File: config.mk
export PLATFORM = sky130hd
export DESIGN_NAME = tcc_timer
export DESIGN_NICKNAME = d
export VERILOG_FILES = /design/src/include/tcc_pkg.sv /design/src/logic/tcc_prescaler.sv /design/src/logic/tcc_edge_detect.sv /design/src/logic/tcc_timer.sv
export SDC_FILE = /design/constraint.sdc
export NUM_CORES = 1
export LEC_CHECK = 0
export ABC_AREA = 1
export BUFFER_PORTS_ARGS = -buffer_cell sky130_fd_sc_hd__buf_2
export CORE_UTILIZATION = 59
export CTS_CLUSTER_DIAMETER = 60
export DETAILED_ROUTE_END_ITERATION = 8
export HOLD_SLACK_MARGIN = 0.02
export PLACE_DENSITY_LB_ADDON = 0.05
export SETUP_SLACK_MARGIN = 0.5
export SLEW_MARGIN = 20
export SYNTH_ARGS = -nofsm -noshare
export SYNTH_HDL_FRONTEND = slang
export SYNTH_HIERARCHICAL = 1
export SYNTH_SLANG_ARGS = --single-unit
File: constraint.sdc
create_clock -name clk -period 4 [get_ports clk]
set_input_delay 0.4 -clock clk [delete_from_list [all_inputs] [get_ports clk]]
set_output_delay 0.4 -clock clk [all_outputs]
set_load 0.1 [all_outputs]
File: src/include/tcc_pkg.sv
// shared types and constants of the two channel capture/compare timer
package tcc_pkg;

    // ==========================================================
    // widths and counts
    localparam int TCC_CW = 16;              // counter width
    localparam int TCC_NCH = 2;              // channel count
    localparam int TCC_DIVW = 6;             // prescaler divider width

    // ==========================================================
    // reset values
    localparam logic [15:0] TCC_WRAP_RST = 16'hffff; // free-running wrap
    localparam logic [15:0] TCC_CNT_RST = 16'h0000;  // counter after reset
    localparam logic [5:0] TCC_DIV_RST = 6'h00;      // divider after reset

    // ==========================================================
    // prescaler select code for the external clock pin
    localparam logic [2:0] TCC_PS_EXT = 3'h7;

    // ==========================================================
    // edge/level select codes (hi, lo)
    localparam logic [1:0] TCC_ELS_OFF = 2'h0;  // pin not used
    localparam logic [1:0] TCC_ELS_TGL = 2'h1;  // compare: toggle / cap rise
    localparam logic [1:0] TCC_ELS_CLR = 2'h2;  // compare: clear / cap fall
    localparam logic [1:0] TCC_ELS_SET = 2'h3;  // compare: set / cap both

    // ==========================================================
    // per channel configuration, one control register's worth
    typedef struct packed {
        logic irq_en;                // channel interrupt enable
        logic cmp_mode;              // 1 output compare, 0 input capture
        logic edge_level_select_hi;  // edge/level select, high bit
        logic edge_level_select_lo;  // edge/level select, low bit
        logic toggle_on_overflow_bit; // toggle pin at wrap
        logic max_duty_bit;          // force 100 percent duty while toggle_on_overflow_bit is clear
    } tcc_ch_cfg_t;

    // software flag access strobes for one flag
    typedef struct packed {
        logic rd;    // control register read
        logic wr;    // control register write
        logic val;   // value written to the flag bit
    } tcc_flag_acc_t;

endpackage : tcc_pkg

File: src/logic/tcc_prescaler.sv
// counter clock prescaler: seven bus clock rates or external pin
`timescale 1ns/1ps
module tcc_prescaler
    import tcc_pkg::*;
(
    input wire logic clk,
    input wire logic nrst,
    input wire logic [2:0] prescaler_select,
    input wire logic external_timer_clock_pin,
    input wire logic hold,
    input wire logic clear,
    output logic tick
);

    // ==========================================================
    // state
    logic [TCC_DIVW-1:0] div_q, div_d;   // bus clock divider
    logic ext_s1_q, ext_s2_q, ext_p_q;   // pin synchroniser + history
    logic tick_q, tick_d;                // counter enable pulse
    logic [TCC_DIVW-1:0] mask;           // divider terminal mask

    // next state
    always_comb begin
        mask = TCC_DIVW'((7'h01 << prescaler_select) - 7'h01);
        div_d = div_q;
        tick_d = 1'b0;
        if (clear) begin
            // counter reset also restarts the divider
            div_d = TCC_DIV_RST;
        end else if (!hold) begin
            div_d = div_q + 6'h01;
            if (prescaler_select == TCC_PS_EXT) begin
                // rising edge of the synchronised pin
                tick_d = ext_s2_q & ~ext_p_q;
            end else begin
                // terminal count of the selected power of two
                tick_d = (div_q & mask) == mask;
            end
        end
    end

    // registers
    always_ff @(posedge clk) begin
        if (!nrst) begin
            div_q <= TCC_DIV_RST;
            tick_q <= 1'b0;
            ext_s1_q <= 1'b0;
            ext_s2_q <= 1'b0;
            ext_p_q <= 1'b0;
        end else begin
            div_q <= div_d;
            tick_q <= tick_d;
            ext_s1_q <= external_timer_clock_pin;
            ext_s2_q <= ext_s1_q;
            ext_p_q <= ext_s2_q;
        end
    end

    assign tick = tick_q;

endmodule : tcc_prescaler

File: src/logic/tcc_edge_detect.sv
// capture pin synchroniser and programmable edge detector
`timescale 1ns/1ps
module tcc_edge_detect
    import tcc_pkg::*;
(
    input wire logic clk,
    input wire logic nrst,
    input wire logic pin,
    input wire logic enable,
    input wire logic [1:0] edge_sel,
    output logic hit
);

    // ==========================================================
    // synchroniser, history and event
    logic s1_q, s2_q, p_q;   // two stage sync, then history
    logic hit_q, hit_d;      // qualified edge pulse

    // edge qualification, lo bit rising, hi bit falling
    always_comb begin
        hit_d = enable & ((edge_sel[0] & s2_q & ~p_q)
                        | (edge_sel[1] & ~s2_q & p_q));
    end

    // registers
    always_ff @(posedge clk) begin
        if (!nrst) begin
            s1_q <= 1'b0;
            s2_q <= 1'b0;
            p_q <= 1'b0;
            hit_q <= 1'b0;
        end else begin
            s1_q <= pin;
            s2_q <= s1_q;
            p_q <= s2_q;
            hit_q <= hit_d;
        end
    end

    assign hit = hit_q;

endmodule : tcc_edge_detect

File: src/logic/tcc_timer.sv
// two channel capture/compare timer core
//
// Functional notes
// [RQ1] 16-bit up-counter, free or modulo wrap
// [RQ2] counter readable anytime without disturbing count
// [RQ3] each channel independently capture or compare
// [RQ4] three-bit select: seven rates or pin
// [RQ5] capture edge latches counter into channel
// [RQ6] per channel edge select bits pick polarity
// [RQ7] triggers: rising, falling or either edge
// [RQ8] captured value is prior count plus one
// [RQ9] every edge overwrites capture, flag regardless
// [RQ10] events set flag; enabled flag requests interrupt
// [RQ11] reset leaves channel values untouched
// [RQ12] compare match sets, clears or toggles pin
// [RQ13] unbuffered write replaces compare value immediately
// [RQ14] software times smaller/larger unbuffered updates
// [RQ15] link bit pairs channels, channel 0 first
// [RQ16] overflow hands control to last written pair
// [RQ17] linked: channel 0 controls, channel 1 free
// [RQ18] software avoids writing the active pair
// [RQ19] toggle-on-overflow flips pin at wrap
// [RQ20] software picks compare action per pulse level
// [RQ21] counts zero through wrap value inclusive
// [RQ22] duty equals compare value over period
// [RQ23] wrap to zero sets overflow flag, interrupt
// [RQ24] max duty without toggle gives constant high
// [RQ25] flag cleared by read then write zero
`timescale 1ns/1ps
module tcc_timer
    import tcc_pkg::*;
(
    input wire logic clk,
    input wire logic nrst,
    input wire logic [2:0] prescaler_select,
    input wire logic external_timer_clock_pin,
    input wire logic counter_stop,
    input wire logic counter_reset,
    input wire logic [7:0] counter_wrap_high,
    input wire logic [7:0] counter_wrap_low,
    input wire logic ovf_irq_en,
    input wire tcc_flag_acc_t ovf_acc,
    input wire logic link_mode_bit,
    input wire tcc_ch_cfg_t [TCC_NCH-1:0] ch_cfg,
    input wire tcc_flag_acc_t [TCC_NCH-1:0] ch_acc,
    input wire logic [TCC_NCH-1:0] val_wr_hi,
    input wire logic [TCC_NCH-1:0] val_wr_lo,
    input wire logic [7:0] val_wr_data,
    input wire logic [TCC_NCH-1:0] ch_pin_in,
    output logic [TCC_CW-1:0] counter_value,
    output logic counter_overflow_flag,
    output logic ovf_irq,
    output logic [TCC_NCH-1:0] ch_event_flag,
    output logic [TCC_NCH-1:0] ch_irq,
    output logic [TCC_CW-1:0] ch_value_0,
    output logic [TCC_CW-1:0] ch_value_1,
    output logic [TCC_NCH-1:0] ch_pin_out,
    output logic [TCC_NCH-1:0] ch_pin_oe,
    output logic active_pair
);

    // ==========================================================
    // helpers
    // compare action on a pin for an edge/level code
    function automatic logic cmp_action(input logic [1:0] els,
                                        input logic cur);
        case (els)
            TCC_ELS_TGL: cmp_action = ~cur;
            TCC_ELS_CLR: cmp_action = 1'b0;
            TCC_ELS_SET: cmp_action = 1'b1;
            default: cmp_action = cur;
        endcase
    endfunction : cmp_action

    // ==========================================================
    // declarations
    logic tick;                              // counter enable
    logic [TCC_CW-1:0] wrap;                 // modulo value
    logic [TCC_CW-1:0] cnt_q, cnt_d;         // counter
    logic [TCC_CW-1:0] cnt_h1_q, cnt_h2_q;   // counter history, capture
    logic ovf_ev;                            // wrap this cycle
    logic [TCC_NCH-1:0] cap_ev;              // capture events
    logic [TCC_NCH-1:0] cmp_ev;              // compare matches
    logic [TCC_NCH-1:0] cmp_en;              // channel in compare use
    logic [TCC_NCH-1:0] cap_en;              // channel in capture use
    logic [1:0] els [TCC_NCH];               // edge/level per channel
    logic [TCC_CW-1:0] val_q [TCC_NCH];      // channel values, no reset
    logic [TCC_CW-1:0] cmp_val [TCC_NCH];    // value each compare uses
    logic act_q, act_d;                      // pair in control (linked)
    logic last_q, last_d;                    // pair written last
    logic [TCC_NCH:0] flag_q, flag_d;        // ovf flag on top bit
    logic [TCC_NCH:0] arm_q, arm_d;          // flag read while set
    logic [TCC_NCH:0] irq_q, irq_d;          // registered requests
    logic [TCC_NCH:0] irq_en;                // enables, ovf on top
    tcc_flag_acc_t acc [TCC_NCH+1];          // flag accesses
    logic [TCC_NCH-1:0] pin_q, pin_d;        // compare pin levels
    logic [TCC_NCH-1:0] oe_q, oe_d;          // pin drive enables

    assign wrap = {counter_wrap_high, counter_wrap_low};

    // ==========================================================
    // prescaler
    // [RQ4] clock source select
    tcc_prescaler u_psc (
        .clk(clk),
        .nrst(nrst),
        .prescaler_select(prescaler_select),
        .external_timer_clock_pin(external_timer_clock_pin),
        .hold(counter_stop),
        .clear(counter_reset),
        .tick(tick)
    );

    // ==========================================================
    // channel mode decode and capture detectors
    genvar gi;
    generate
        for (gi = 0; gi < TCC_NCH; gi++) begin : g_ch
            assign els[gi] = {ch_cfg[gi].edge_level_select_hi,
                              ch_cfg[gi].edge_level_select_lo};
            // [RQ3] [RQ17] independent modes, channel 1 idle when linked
            if (gi == 0) begin : g_c0
                assign cmp_en[gi] = ch_cfg[gi].cmp_mode | link_mode_bit;
            end else begin : g_c1
                assign cmp_en[gi] = ch_cfg[gi].cmp_mode & ~link_mode_bit;
            end
            assign cap_en[gi] = ~ch_cfg[gi].cmp_mode &
                                ~(link_mode_bit);
            // [RQ6] [RQ7] edge select per channel
            tcc_edge_detect u_edge (
                .clk(clk),
                .nrst(nrst),
                .pin(ch_pin_in[gi]),
                .enable(cap_en[gi]),
                .edge_sel(els[gi]),
                .hit(cap_ev[gi])
            );
            assign acc[gi] = ch_acc[gi];
            assign irq_en[gi] = ch_cfg[gi].irq_en;
        end
    endgenerate
    assign acc[TCC_NCH] = ovf_acc;
    assign irq_en[TCC_NCH] = ovf_irq_en;

    // [RQ15] [RQ16] linked pair picks the value in control
    assign cmp_val[0] = (link_mode_bit && act_q) ? val_q[1] : val_q[0];
    assign cmp_val[1] = val_q[1];

    // ==========================================================
    // counter
    // [RQ1] [RQ21] count zero through wrap value inclusive
    always_comb begin
        cnt_d = cnt_q;
        ovf_ev = 1'b0;
        if (counter_reset) begin
            cnt_d = TCC_CNT_RST;
        end else if (tick) begin
            if (cnt_q == wrap) begin
                cnt_d = TCC_CNT_RST;
                ovf_ev = 1'b1;
            end else begin
                cnt_d = cnt_q + 16'h0001;
            end
        end
    end

    // [RQ2] counter output is a plain copy, reads have no side effect
    always_ff @(posedge clk) begin
        if (!nrst) begin
            cnt_q <= TCC_CNT_RST;
            cnt_h1_q <= TCC_CNT_RST;
            cnt_h2_q <= TCC_CNT_RST;
        end else begin
            cnt_q <= cnt_d;
            // history undoes the pin sync latency
            cnt_h1_q <= cnt_q;
            cnt_h2_q <= cnt_h1_q;
        end
    end

    // [RQ12] [RQ13] match as the count reaches the live value
    always_comb begin
        for (int i = 0; i < TCC_NCH; i++) begin
            cmp_ev[i] = cmp_en[i] & tick & ~counter_reset &
                        (cnt_d == cmp_val[i]);
        end
    end

    // ==========================================================
    // channel values, deliberately without reset
    // [RQ11] contents survive reset
    always_ff @(posedge clk) begin
        for (int i = 0; i < TCC_NCH; i++) begin
            if (cap_ev[i]) begin
                // [RQ5] [RQ8] [RQ9] capture overwrites unread value
                val_q[i] <= cnt_h2_q;
            end else begin
                // [RQ13] byte writes take effect at once
                if (val_wr_hi[i]) begin
                    val_q[i][15:8] <= val_wr_data;
                end
                if (val_wr_lo[i]) begin
                    val_q[i][7:0] <= val_wr_data;
                end
            end
        end
    end

    // ==========================================================
    // linked pair selection
    always_comb begin
        last_d = last_q;
        act_d = act_q;
        if (!link_mode_bit) begin
            // [RQ15] unlinked: channel 0 pair leads on linking
            last_d = 1'b0;
            act_d = 1'b0;
        end else begin
            // most recent write wins
            if (val_wr_hi[1] | val_wr_lo[1]) begin
                last_d = 1'b1;
            end else if (val_wr_hi[0] | val_wr_lo[0]) begin
                last_d = 1'b0;
            end
            // [RQ16] hand over control only at overflow
            if (ovf_ev) begin
                act_d = last_d;
            end
        end
    end

    always_ff @(posedge clk) begin
        if (!nrst) begin
            last_q <= 1'b0;
            act_q <= 1'b0;
        end else begin
            last_q <= last_d;
            act_q <= act_d;
        end
    end

    // ==========================================================
    // event flags and requests
    always_comb begin
        for (int i = 0; i <= TCC_NCH; i++) begin
            flag_d[i] = flag_q[i];
            arm_d[i] = arm_q[i];
            // [RQ25] read while set arms the clear
            if (acc[i].rd && flag_q[i]) begin
                arm_d[i] = 1'b1;
            end
            // [RQ25] write of zero after arming clears, one is ignored
            if (acc[i].wr) begin
                if (arm_q[i] && !acc[i].val) begin
                    flag_d[i] = 1'b0;
                end
                arm_d[i] = 1'b0;
            end
        end
        // [RQ10] events set flags, set wins over clear
        for (int i = 0; i < TCC_NCH; i++) begin
            if (cap_ev[i] | cmp_ev[i]) begin
                flag_d[i] = 1'b1;
            end
        end
        // [RQ23] overflow flag
        if (ovf_ev) begin
            flag_d[TCC_NCH] = 1'b1;
        end
        // [RQ10] [RQ23] enabled flags request an interrupt
        irq_d = flag_d & irq_en;
    end

    always_ff @(posedge clk) begin
        if (!nrst) begin
            flag_q <= '0;
            arm_q <= '0;
            irq_q <= '0;
        end else begin
            flag_q <= flag_d;
            arm_q <= arm_d;
            irq_q <= irq_d;
        end
    end

    // ==========================================================
    // compare pins
    always_comb begin
        for (int i = 0; i < TCC_NCH; i++) begin
            pin_d[i] = pin_q[i];
            // drive only when compare uses the pin
            oe_d[i] = cmp_en[i] & (els[i] != TCC_ELS_OFF);
            if (oe_d[i]) begin
                // [RQ19] wrap toggle gives the period edge
                if (ovf_ev && ch_cfg[i].toggle_on_overflow_bit) begin
                    pin_d[i] = ~pin_d[i];
                end
                // [RQ12] [RQ22] compare action marks pulse end
                if (cmp_ev[i]) begin
                    pin_d[i] = cmp_action(els[i], pin_d[i]);
                end
                // [RQ24] max duty overrides while toggle is off
                if (ch_cfg[i].max_duty_bit &&
                    !ch_cfg[i].toggle_on_overflow_bit) begin
                    pin_d[i] = 1'b1;
                end
            end
        end
    end

    always_ff @(posedge clk) begin
        if (!nrst) begin
            pin_q <= '0;
            oe_q <= '0;
        end else begin
            pin_q <= pin_d;
            oe_q <= oe_d;
        end
    end

    // ==========================================================
    // outputs
    assign counter_value = cnt_q;
    assign counter_overflow_flag = flag_q[TCC_NCH];
    assign ovf_irq = irq_q[TCC_NCH];
    assign ch_event_flag = flag_q[TCC_NCH-1:0];
    assign ch_irq = irq_q[TCC_NCH-1:0];
    assign ch_value_0 = val_q[0];
    assign ch_value_1 = val_q[1];
    assign ch_pin_out = pin_q;
    assign ch_pin_oe = oe_q;
    assign active_pair = act_q;
endmodule : tcc_timer

==> impl_metrics.prom, run 1 <==
# TYPE chip_impl_metric gauge
chip_impl_info{name="start_kind",value="register"} 1
chip_impl_metric{name="total_number_of_nets_in_the_final_design",unit=""} 1018
chip_impl_metric{name="yosys-mux-area-fraction",unit="%"} 0.346
chip_impl_metric{name="drc",unit=""} 0
chip_impl_metric{name="syn_to_final_growth",unit="%"} 21.0
chip_impl_info{name="synthMostInstantiatedCell",value="sky130_fd_sc_hd__nand2_1"} 1
chip_impl_info{name="cp-startpoint",value="counter_value[12]"} 1
chip_impl_metric{name="buffers_inserted_by_post_cts_timing_repair",unit=""} 0
chip_impl_metric{name="timing.clock.skew",unit="ns"} 0.0123
chip_impl_metric{name="critPathMaxFanout",unit=""} 41
chip_impl_metric{name="worst-slew-pin-transition",unit="ns"} 0.883
chip_impl_metric{name="first_pass_grt_wire_length",unit="um"} 25800
chip_impl_metric{name="synth_compound_gate_area_share",unit="%"} 8.53
chip_impl_info{name="clock-root-buffer",value="sky130_fd_sc_hd__clkbuf_8"} 1
chip_impl_metric{name="mappedNetlistNets",unit=""} 899
chip_impl_info{name="synth_top_family_by_area",value="simple AND/OR/NAND/NOR gates"} 1
chip_impl_info{name="cp_common_cell",value="sky130_fd_sc_hd__nand2_1"} 1
chip_impl_metric{name="max-vdd-ir-drop",unit="V"} 0.000327
chip_impl_metric{name="io_buffer_count",unit=""} 119
chip_impl_metric{name="path_depth",unit=""} 15
chip_impl_info{name="tritoncts",value="yes"} 1
chip_impl_metric{name="number_of_routed_nets_with_antenna_violations",unit=""} 0
chip_impl_metric{name="finalHoldViolCount",unit=""} 0
chip_impl_metric{name="firstDrtPassIters",unit=""} 5
chip_impl_metric{name="drtIter0Drc",unit=""} 483
chip_impl_metric{name="non_filler_cells_in_the_finished_layout",unit=""} 1097
chip_impl_metric{name="cts.htree.levels",unit=""} 4
chip_impl_metric{name="floorplan.die_area",unit="sq um"} 10200
chip_impl_info{name="path_cells",value="inv_2 > nand2_1 > nand2_1 > nor2_1 > nand2_1 > nor2_4 > nand3_4 > nand2_1 > xor2_1 > nor2_1 > nand2_1 > nor2_1 > nand2_1 > a21oi_2 > and2_1"} 1
chip_impl_metric{name="ys.warnings.count",unit=""} 6
chip_impl_metric{name="numCtsBuffers",unit=""} 17
chip_impl_metric{name="synth_edf_count",unit=""} 32
chip_impl_metric{name="power",unit="W"} 0.00307
chip_impl_metric{name="syn-instance-count",unit=""} 836
chip_impl_metric{name="post-synth-top-area-fraction",unit="%"} 28.1
chip_impl_metric{name="synth_xor_area_share",unit="%"} 1.21
chip_impl_metric{name="place.gp.congestion",unit=""} 0.943
chip_impl_info{name="crit_type",value="register to register"} 1
chip_impl_info{name="cp-endpoint",value="irq_q[1]"} 1
chip_impl_info{name="reg2reg_start",value="counter_value[12]"} 1
chip_impl_metric{name="grt_max_degree",unit=""} 49
chip_impl_metric{name="num_antenna_cells",unit=""} 0
chip_impl_metric{name="wire_per_inst",unit="um"} 15.4
chip_impl_metric{name="maxCapViolCount",unit=""} 0
chip_impl_metric{name="finalHoldWorstSlack",unit="ns"} 0.0693
chip_impl_info{name="yosysTopAreaCell",value="sky130_fd_sc_hd__dfxtp_1"} 1
chip_impl_metric{name="core_area",unit="sq um"} 9370
chip_impl_metric{name="cp.required",unit="ns"} 4.40
chip_impl_metric{name="detail_route.wirelength",unit="um"} 16800
chip_impl_metric{name="rrSetupSlack",unit="ns"} 1.15
chip_impl_metric{name="grtUsageTotal",unit="%"} 33.9
chip_impl_metric{name="dpl.hpwl",unit="um"} 12400
chip_impl_metric{name="setup_violations",unit=""} 0
chip_impl_metric{name="initial_util",unit="%"} 61.7
chip_impl_info{name="hp-class",value="input port to register"} 1
chip_impl_info{name="synth_top_cells_by_area",value="sky130_fd_sc_hd__dfxtp_1, sky130_fd_sc_hd__nand2_1, sky130_fd_sc_hd__edfxtp_1, sky130_fd_sc_hd__inv_1, sky130_fd_sc_hd__nor2_1"} 1
chip_impl_info{name="run_status",value="complete, no violations"} 1
chip_impl_metric{name="fillers",unit=""} 790
chip_impl_metric{name="cts.reportedPaths.clkPinSlew",unit="ns"} 0.06
chip_impl_info{name="synth.cells.most_frequent",value="sky130_fd_sc_hd__nand2_1, sky130_fd_sc_hd__inv_1, sky130_fd_sc_hd__nor2_1, sky130_fd_sc_hd__dfxtp_1, sky130_fd_sc_hd__o21ai_0"} 1
chip_impl_metric{name="synthSimpleGateAreaFrac",unit="%"} 33.6
chip_impl_metric{name="via_per_inst",unit=""} 5.25
chip_impl_metric{name="final.setup.tns",unit="ns"} 0
chip_impl_metric{name="cp.buffers_inverters",unit=""} 1
chip_impl_metric{name="finalMaxSlewViolations",unit=""} 0
chip_impl_metric{name="max_clock_freq",unit="MHz"} 350
chip_impl_metric{name="syn_area_per_cell",unit="sq um"} 6.91
chip_impl_metric{name="cts_sinks",unit=""} 113
chip_impl_metric{name="synth_cell_types",unit=""} 39
chip_impl_metric{name="boundaryPins",unit=""} 120
chip_impl_metric{name="fp-row-count",unit=""} 35
chip_impl_metric{name="power.leakage",unit="nW"} 3.66
chip_impl_metric{name="synth_fa_ha_area_share",unit="%"} 0.433
chip_impl_metric{name="num_vias",unit=""} 5758
chip_impl_info{name="rr_endpoint",value="irq_q[1]"} 1
chip_impl_metric{name="critical_path.max_stage_delay",unit="ns"} 0.60
chip_impl_metric{name="cellPowerDensity",unit="nW/um^2"} 438
chip_impl_metric{name="worst_r2r_path_depth",unit=""} 15
chip_impl_metric{name="period_share",unit="%"} 71.3
chip_impl_info{name="synthFlopType",value="sky130_fd_sc_hd__dfxtp_1"} 1
chip_impl_metric{name="chipWidth",unit="um"} 101
chip_impl_metric{name="via_count_of_the_first_global_routing_pass",unit=""} 5325
chip_impl_metric{name="slew_headroom",unit="%"} 41.1
chip_impl_metric{name="synth-async-reset-ratio",unit="%"} 0
chip_impl_metric{name="dp_cells",unit=""} 1065
chip_impl_info{name="timing.critical_path.slowest_stage_cell",value="sky130_fd_sc_hd__dfxtp_1"} 1
chip_impl_metric{name="grt_overflow_total",unit=""} 0
chip_impl_metric{name="worst_skew_pair.late_latency",unit="ns"} 0.51
chip_impl_metric{name="worst-endpoint-arrival",unit="ns"} 3.26
chip_impl_metric{name="chipHeight",unit="um"} 101
chip_impl_metric{name="cts-root-to-sink-buffers",unit=""} 2
chip_impl_metric{name="ys_ff_latch",unit=""} 113
chip_impl_metric{name="grt_antenna_before_repair",unit=""} 1
chip_impl_metric{name="timing.final.crit_period",unit="ns"} 2.85
chip_impl_metric{name="final_critical_path_setup_slack",unit="ns"} 1.15
chip_impl_metric{name="placement.setup.worst_slack",unit="ns"} 1.24
chip_impl_metric{name="drive_above_1_share",unit="%"} 19.3
chip_impl_info{name="worst_path_dominant_cell_family",value="simple AND/OR/NAND/NOR gates"} 1
chip_impl_info{name="cp-end-kind",value="register"} 1
chip_impl_info{name="rsz0062_at_grt",value="no"} 1
chip_impl_metric{name="syn-cell-area",unit="sq um"} 5780
chip_impl_metric{name="postCtsResizedCells",unit=""} 0
chip_impl_metric{name="yosysSeqAreaShare",unit="%"} 44.7
chip_impl_metric{name="cts_hold_buffers",unit=""} 0
-- cell usage in the layout (no fill, tap or decap), types with 3 or more instances in the layout --
master	instances
sky130_fd_sc_hd__nand2_1	272
sky130_fd_sc_hd__inv_1	130
sky130_fd_sc_hd__buf_2	119
sky130_fd_sc_hd__nor2_1	94
sky130_fd_sc_hd__dfxtp_1	81
sky130_fd_sc_hd__o21ai_0	58
sky130_fd_sc_hd__nand3_1	32
sky130_fd_sc_hd__edfxtp_1	32
sky130_fd_sc_hd__a21oi_1	27
sky130_fd_sc_hd__clkbuf_16	17
sky130_fd_sc_hd__inv_2	13
sky130_fd_sc_hd__nand3b_1	13
sky130_fd_sc_hd__nor2_2	9
sky130_fd_sc_hd__nor3_1	8
sky130_fd_sc_hd__xor2_1	7
sky130_fd_sc_hd__nand4_1	6
sky130_fd_sc_hd__nand3_2	4
sky130_fd_sc_hd__nor2_4	3
sky130_fd_sc_hd__a21oi_2	3
sky130_fd_sc_hd__clkbuf_1	3
sky130_fd_sc_hd__inv_6	3
-- area by class of cell --
cell class	count	area, sq um	share of cell area [%]
inverter	145	544	7.78
tap	129	161	2.31
sequential	113	2580	36.9
clock inverter	11	105	1.50
clock buffer	21	450	6.44
timing repair buffer	120	603	8.62
multi-input combinational	558	2550	36.4
-- flip-flops by register name, indices dropped and copies added, names as in the netlist, 2 cells and up --
| signal | count |
|---|---|
| g_ch.u_edge/s2_q | 2 |
| g_ch.u_edge/p_q | 2 |
| irq_q | 3 |
| ch_pin_oe | 2 |
| val_q | 32 |
| arm_q | 3 |
| g_ch.u_edge/s1_q | 2 |
| flag_q | 3 |
| cnt_h1_q | 16 |
| u_psc/div_q | 6 |
| cnt_h2_q | 16 |
| ch_pin_out | 2 |
| counter_value | 16 |
| g_ch.u_edge/hit | 2 |
-- tightest hold or removal path: cells and delay by family --
kind	cells	cell delay, ns
buf+inv	2	0.11
simple gates	1	0.04
-- logic make-up after synthesis --
| group | Yosys count |
|---|---|
| muxes | 2 |
| DFF | 113 |
| xor gates and xnor gates | 8 |
| buffers and inverters | 165 |
| adders and majority gates | 2 |
| and+or+nand+nor | 452 |
| AOI/OAI and AO/OA | 94 |
-- layer usage --
metal	track usage, %	wire length [um]	up-vias
met1	44.1	7130	2610
met3	6.87	1490	31
met2	56.3	7900	293
li1	-	-	2824
met4	12.0	322	0
met5	0	0	-
-- power by group --
group,internal (W),switching (W)
Sequential,0.00121,0.0000261
Clock,0.000866,0.000571
Combinational,0.0000830,0.000308
-- through the flow --
stage | utilization [%] | area (sq um)
finish | 74.7 | 7000
global route | 74.7 | 7000
CTS | 74.7 | 7000
detailed placement | 68.7 | 6440
global placement | 68.7 | 6440
floorplan | - | 5780
-- worst min-delay path by stage --
stage | startpoint | end | slack (ns) | cells after the start
2_1_floorplan | g_ch[0].u_edge/s1_q | g_ch[0].u_edge/s2_q | 0.39 | 2
3_3_place_gp | g_ch[0].u_edge/s1_q | g_ch[0].u_edge/s2_q | 0.39 | 2
3_5_place_dp | cnt_h1_q[2] | cnt_h2_q[2] | 0.40 | 2
4_1_cts | ovf_acc[1] | arm_q[2] | 0.06 | 2
5_1_grt | ch_acc[4] | arm_q[1] | 0.07 | 2
6_report | ch_pin_in[0] | g_ch[0].u_edge/s1_q | 0.07 | 3
Note: power is estimated with default switching activity, not from simulation.
==> inputs of run 2 (changes only) <==
--- a/config.mk
+++ b/config.mk
@@ -7,7 +7,7 @@
 export LEC_CHECK = 0
 export ABC_AREA = 1
 export BUFFER_PORTS_ARGS = -buffer_cell sky130_fd_sc_hd__buf_2
-export CORE_UTILIZATION = 59
+export CORE_UTILIZATION = 55
 export CTS_CLUSTER_DIAMETER = 60
 export DETAILED_ROUTE_END_ITERATION = 8
 export HOLD_SLACK_MARGIN = 0.02
==> constraint.sdc (replaced) <==
create_clock -name clk -period 2.71 [get_ports clk]
set_input_delay 0.271 -clock clk [delete_from_list [all_inputs] [get_ports clk]]
set_output_delay 0.271 -clock clk [all_outputs]
set_load 0.1 [all_outputs]
==> run 2 against run 1 <==
  * Register-to-register slack worse by 0.77 ns
  * Die area is 7.1% higher
  * Maximum frequency is 22% higher
  * Global-route usage is 0.76 points lower
  * Cell count is 5.7% higher
  * Total power is 45% higher
  * Sequential power is 46% higher
  * Non-clock buffer count is 55 higher
  * Routed wire length is 9.2% higher
  * Clock power is 41% higher
  * Sequential cell count stayed put
  * Largest cell class is now multi-input gates
  * Highest routed layer unchanged
==> impl_metrics.prom, run 2 (synthesis results as in run 1) <==
# TYPE chip_impl_metric gauge
chip_impl_info{name="run_status",value="complete, no violations"} 1
chip_impl_metric{name="wl_met3",unit="um"} 1290
chip_impl_metric{name="cts.htree.levels",unit=""} 4
chip_impl_metric{name="final_critical_path_setup_slack",unit="ns"} 0.374
chip_impl_metric{name="drive_above_1_share",unit="%"} 30.1
chip_impl_metric{name="grtUsageTotal",unit="%"} 33.2
chip_impl_metric{name="via_per_inst",unit=""} 5.14
chip_impl_metric{name="total_number_of_nets_in_the_final_design",unit=""} 1074
chip_impl_metric{name="first_pass_grt_wire_length",unit="um"} 27400
chip_impl_metric{name="dpl.hpwl",unit="um"} 13000
chip_impl_metric{name="finalHoldViolCount",unit=""} 0
chip_impl_info{name="rsz0062_at_grt",value="yes"} 1
chip_impl_metric{name="cellPowerDensity",unit="nW/um^2"} 568
chip_impl_info{name="cp-end-kind",value="register"} 1
chip_impl_metric{name="core_area",unit="sq um"} 10300
chip_impl_metric{name="number_of_routed_nets_with_antenna_violations",unit=""} 0
chip_impl_metric{name="cts-root-to-sink-buffers",unit=""} 2
chip_impl_info{name="highest_layer",value="met4"} 1
chip_impl_metric{name="finish.instance_area",unit="sq um"} 7830
chip_impl_metric{name="cellInternalPower",unit="W"} 0.00312
chip_impl_info{name="reg2reg_start",value="counter_value[11]"} 1
chip_impl_metric{name="ff_latch_area",unit="sq um"} 2640
chip_impl_metric{name="numCtsBuffers",unit=""} 17
chip_impl_metric{name="max_clock_freq",unit="MHz"} 428
chip_impl_metric{name="dp_cells",unit=""} 1082
chip_impl_metric{name="floorplan.die_area",unit="sq um"} 10900
chip_impl_info{name="hold_path.startpoint",value="ch_cfg[2]"} 1
chip_impl_metric{name="syn_to_final_growth",unit="%"} 35.4
chip_impl_metric{name="combinationalPowerShare",unit="%"} 13.6
chip_impl_metric{name="period_share",unit="%"} 86.2
chip_impl_info{name="layout_commonest_cell",value="sky130_fd_sc_hd__nand2_1"} 1
chip_impl_metric{name="power_switching",unit="W"} 0.00132
chip_impl_metric{name="timing.clock.skew",unit="ns"} 0.00929
chip_impl_metric{name="chipWidth",unit="um"} 105
chip_impl_metric{name="via_count_of_the_first_global_routing_pass",unit=""} 5407
chip_impl_metric{name="num_antenna_cells",unit=""} 0
chip_impl_metric{name="worst-endpoint-arrival",unit="ns"} 2.80
chip_impl_metric{name="rrSetupSlack",unit="ns"} 0.37
chip_impl_metric{name="timing.final.crit_period",unit="ns"} 2.34
chip_impl_metric{name="fp-row-count",unit=""} 37
chip_impl_metric{name="wire_per_inst",unit="um"} 15.8
chip_impl_metric{name="met2_wl_post_dr",unit="um"} 8510
chip_impl_metric{name="slew_headroom",unit="%"} 38.4
chip_impl_metric{name="max_ffs_per_register",unit=""} 32
chip_impl_metric{name="power.share.switching",unit="%"} 29.7
chip_impl_metric{name="non_filler_cells_in_the_finished_layout",unit=""} 1160
chip_impl_metric{name="multi_input_comb_area",unit="sq um"} 2800
chip_impl_info{name="hold_end",value="g_ch[0].u_edge/hit"} 1
chip_impl_info{name="most-common-layout-cells",value="sky130_fd_sc_hd__nand2_1, sky130_fd_sc_hd__inv_1, sky130_fd_sc_hd__buf_2"} 1
chip_impl_info{name="crit_type",value="register to register"} 1
chip_impl_info{name="hp-class",value="input port to register"} 1
chip_impl_metric{name="grt_max_degree",unit=""} 48
chip_impl_metric{name="boundaryPins",unit=""} 120
chip_impl_metric{name="chipHeight",unit="um"} 105
chip_impl_info{name="clock-root-buffer",value="sky130_fd_sc_hd__clkbuf_8"} 1
chip_impl_metric{name="firstDrtPassIters",unit=""} 5
chip_impl_metric{name="worst-slew-pin-transition",unit="ns"} 0.924
chip_impl_info{name="largest-register",value="val_q"} 1
chip_impl_metric{name="worst_r2r_path_depth",unit=""} 17
chip_impl_metric{name="maxCapViolCount",unit=""} 0
chip_impl_metric{name="final.setup.tns",unit="ns"} 0
chip_impl_metric{name="io_buffer_count",unit=""} 119
chip_impl_info{name="start_kind",value="register"} 1
chip_impl_info{name="rr_endpoint",value="irq_q[1]"} 1
chip_impl_metric{name="setup_violations",unit=""} 0
chip_impl_metric{name="cp.required",unit="ns"} 3.17
chip_impl_metric{name="drc",unit=""} 0
chip_impl_metric{name="place.gp.congestion",unit=""} 0.947
chip_impl_metric{name="worstHoldPathCells",unit=""} 3
chip_impl_metric{name="fillers",unit=""} 792
chip_impl_metric{name="placement.setup.worst_slack",unit="ns"} 0.272
chip_impl_info{name="tritoncts",value="yes"} 1
chip_impl_metric{name="grt_antenna_before_repair",unit=""} 0
chip_impl_metric{name="cts_sinks",unit=""} 113
chip_impl_metric{name="initial_util",unit="%"} 56.2
chip_impl_metric{name="power.leakage",unit="nW"} 4.00
chip_impl_metric{name="finalMaxSlewViolations",unit=""} 0
chip_impl_metric{name="detail_route.wirelength",unit="um"} 18400
chip_impl_metric{name="cts.reportedPaths.clkPinSlew",unit="ns"} 0.06
chip_impl_metric{name="pwr-share-seq",unit="%"} 40.7
chip_impl_metric{name="num_vias",unit=""} 5967
chip_impl_metric{name="power.share.clock",unit="%"} 45.6
chip_impl_metric{name="place_area",unit="sq um"} 6610
chip_impl_metric{name="worst_skew_pair.late_latency",unit="ns"} 0.52
chip_impl_metric{name="drt-met1-wl",unit="um"} 8090
chip_impl_metric{name="max-vdd-ir-drop",unit="V"} 0.000540
chip_impl_metric{name="grt_overflow_total",unit=""} 0
chip_impl_metric{name="critPathMaxFanout",unit=""} 6
chip_impl_metric{name="drtIter0Drc",unit=""} 436
[run 2: how the worst max path moves through the flow]
stage | startpoint | end | slack, ns
after floorplan | counter_value[0] | ch_pin_out[0] | 0.50
after global placement | counter_value[8] | ch_pin_out[1] | 0.27
after detailed placement | counter_value[15] | ch_pin_out[0] | 0.27
after CTS | counter_value[1] | irq_q[1] | 0.46
after global routing | counter_value[11] | ch_pin_out[0] | 0.22
final | counter_value[11] | irq_q[1] | 0.37
[run 2: final cells by class]
type                    count  area share [%]
multi-input cells         559            35.8
flip-flops and latches    113            33.8
repair buffers            175            14.4
inverters                 145            7.02
clock buffers              19            5.39
well taps                 136            2.17
clock inverters            13            1.45
[run 2: power groups by stage]
| stage | sequential (W) | combinational [W] | clock [W] |
|---|---|---|---|
| 2_1_floorplan | 0.00209 | 0.000173 | 0 |
| 3_3_place_gp | 0.00184 | 0.000570 | 0 |
| 3_5_place_dp | 0.00184 | 0.000577 | 0 |
| 4_1_cts | 0.00181 | 0.000593 | 0.00203 |
| 5_1_grt | 0.00181 | 0.000642 | 0.00211 |
| 6_report | 0.00181 | 0.000606 | 0.00203 |
[run 2: worst max-delay path, cell delays in order (launching register included)]
cell and delay, ns:
sky130_fd_sc_hd__dfxtp_4 0.38, sky130_fd_sc_hd__inv_4 0.04, sky130_fd_sc_hd__nand2_2 0.06, sky130_fd_sc_hd__nand2_2 0.05, sky130_fd_sc_hd__nor2_2 0.14, sky130_fd_sc_hd__nand2_2 0.10
sky130_fd_sc_hd__nor2_4 0.17, sky130_fd_sc_hd__buf_6 0.13, sky130_fd_sc_hd__nand3_4 0.16, sky130_fd_sc_hd__buf_16 0.20, sky130_fd_sc_hd__nand3b_1 0.10, sky130_fd_sc_hd__nand2_1 0.08
sky130_fd_sc_hd__nor2_1 0.10, sky130_fd_sc_hd__nand3_1 0.09, sky130_fd_sc_hd__nor2_2 0.11, sky130_fd_sc_hd__nand2_2 0.09, sky130_fd_sc_hd__a21oi_2 0.14, sky130_fd_sc_hd__and2_1 0.14
[run 2: what timing repair did]
| item | CTS | global route |
|---|---|---|
| pin swaps | 27 | 29 |
| endpoints found under the setup margin | 6 | 6 |
| gates resized for setup | 27 | 51 |
| hold buffers | 9 | 0 |
| endpoints found under the hold margin | 9 | 0 |
| gates cloned | 3 | 1 |
| setup buffers | 21 | 12 |
[run 2: metal layers]
metal / global-route usage [%] / vias up
met2: 52.8 / 273
met5: 0 / -
met3: 5.51 / 33
li1: - / 2935
met1: 44.9 / 2726
met4: 13.3 / 0
[run 2: stage by stage]
| step | total power, W | hold WS (ns) | utilization [%] |
|---|---|---|---|
| floorplan | 0.00226 | 0.350 | - |
| global placement | 0.00241 | 0.393 | 64.3 |
| detailed placement | 0.00242 | 0.403 | 64.3 |
| CTS | 0.00443 | 0.0282 | 73.4 |
| global route | 0.00457 | 0.0456 | 76.2 |
| finish | 0.00444 | 0.0462 | 76.2 |
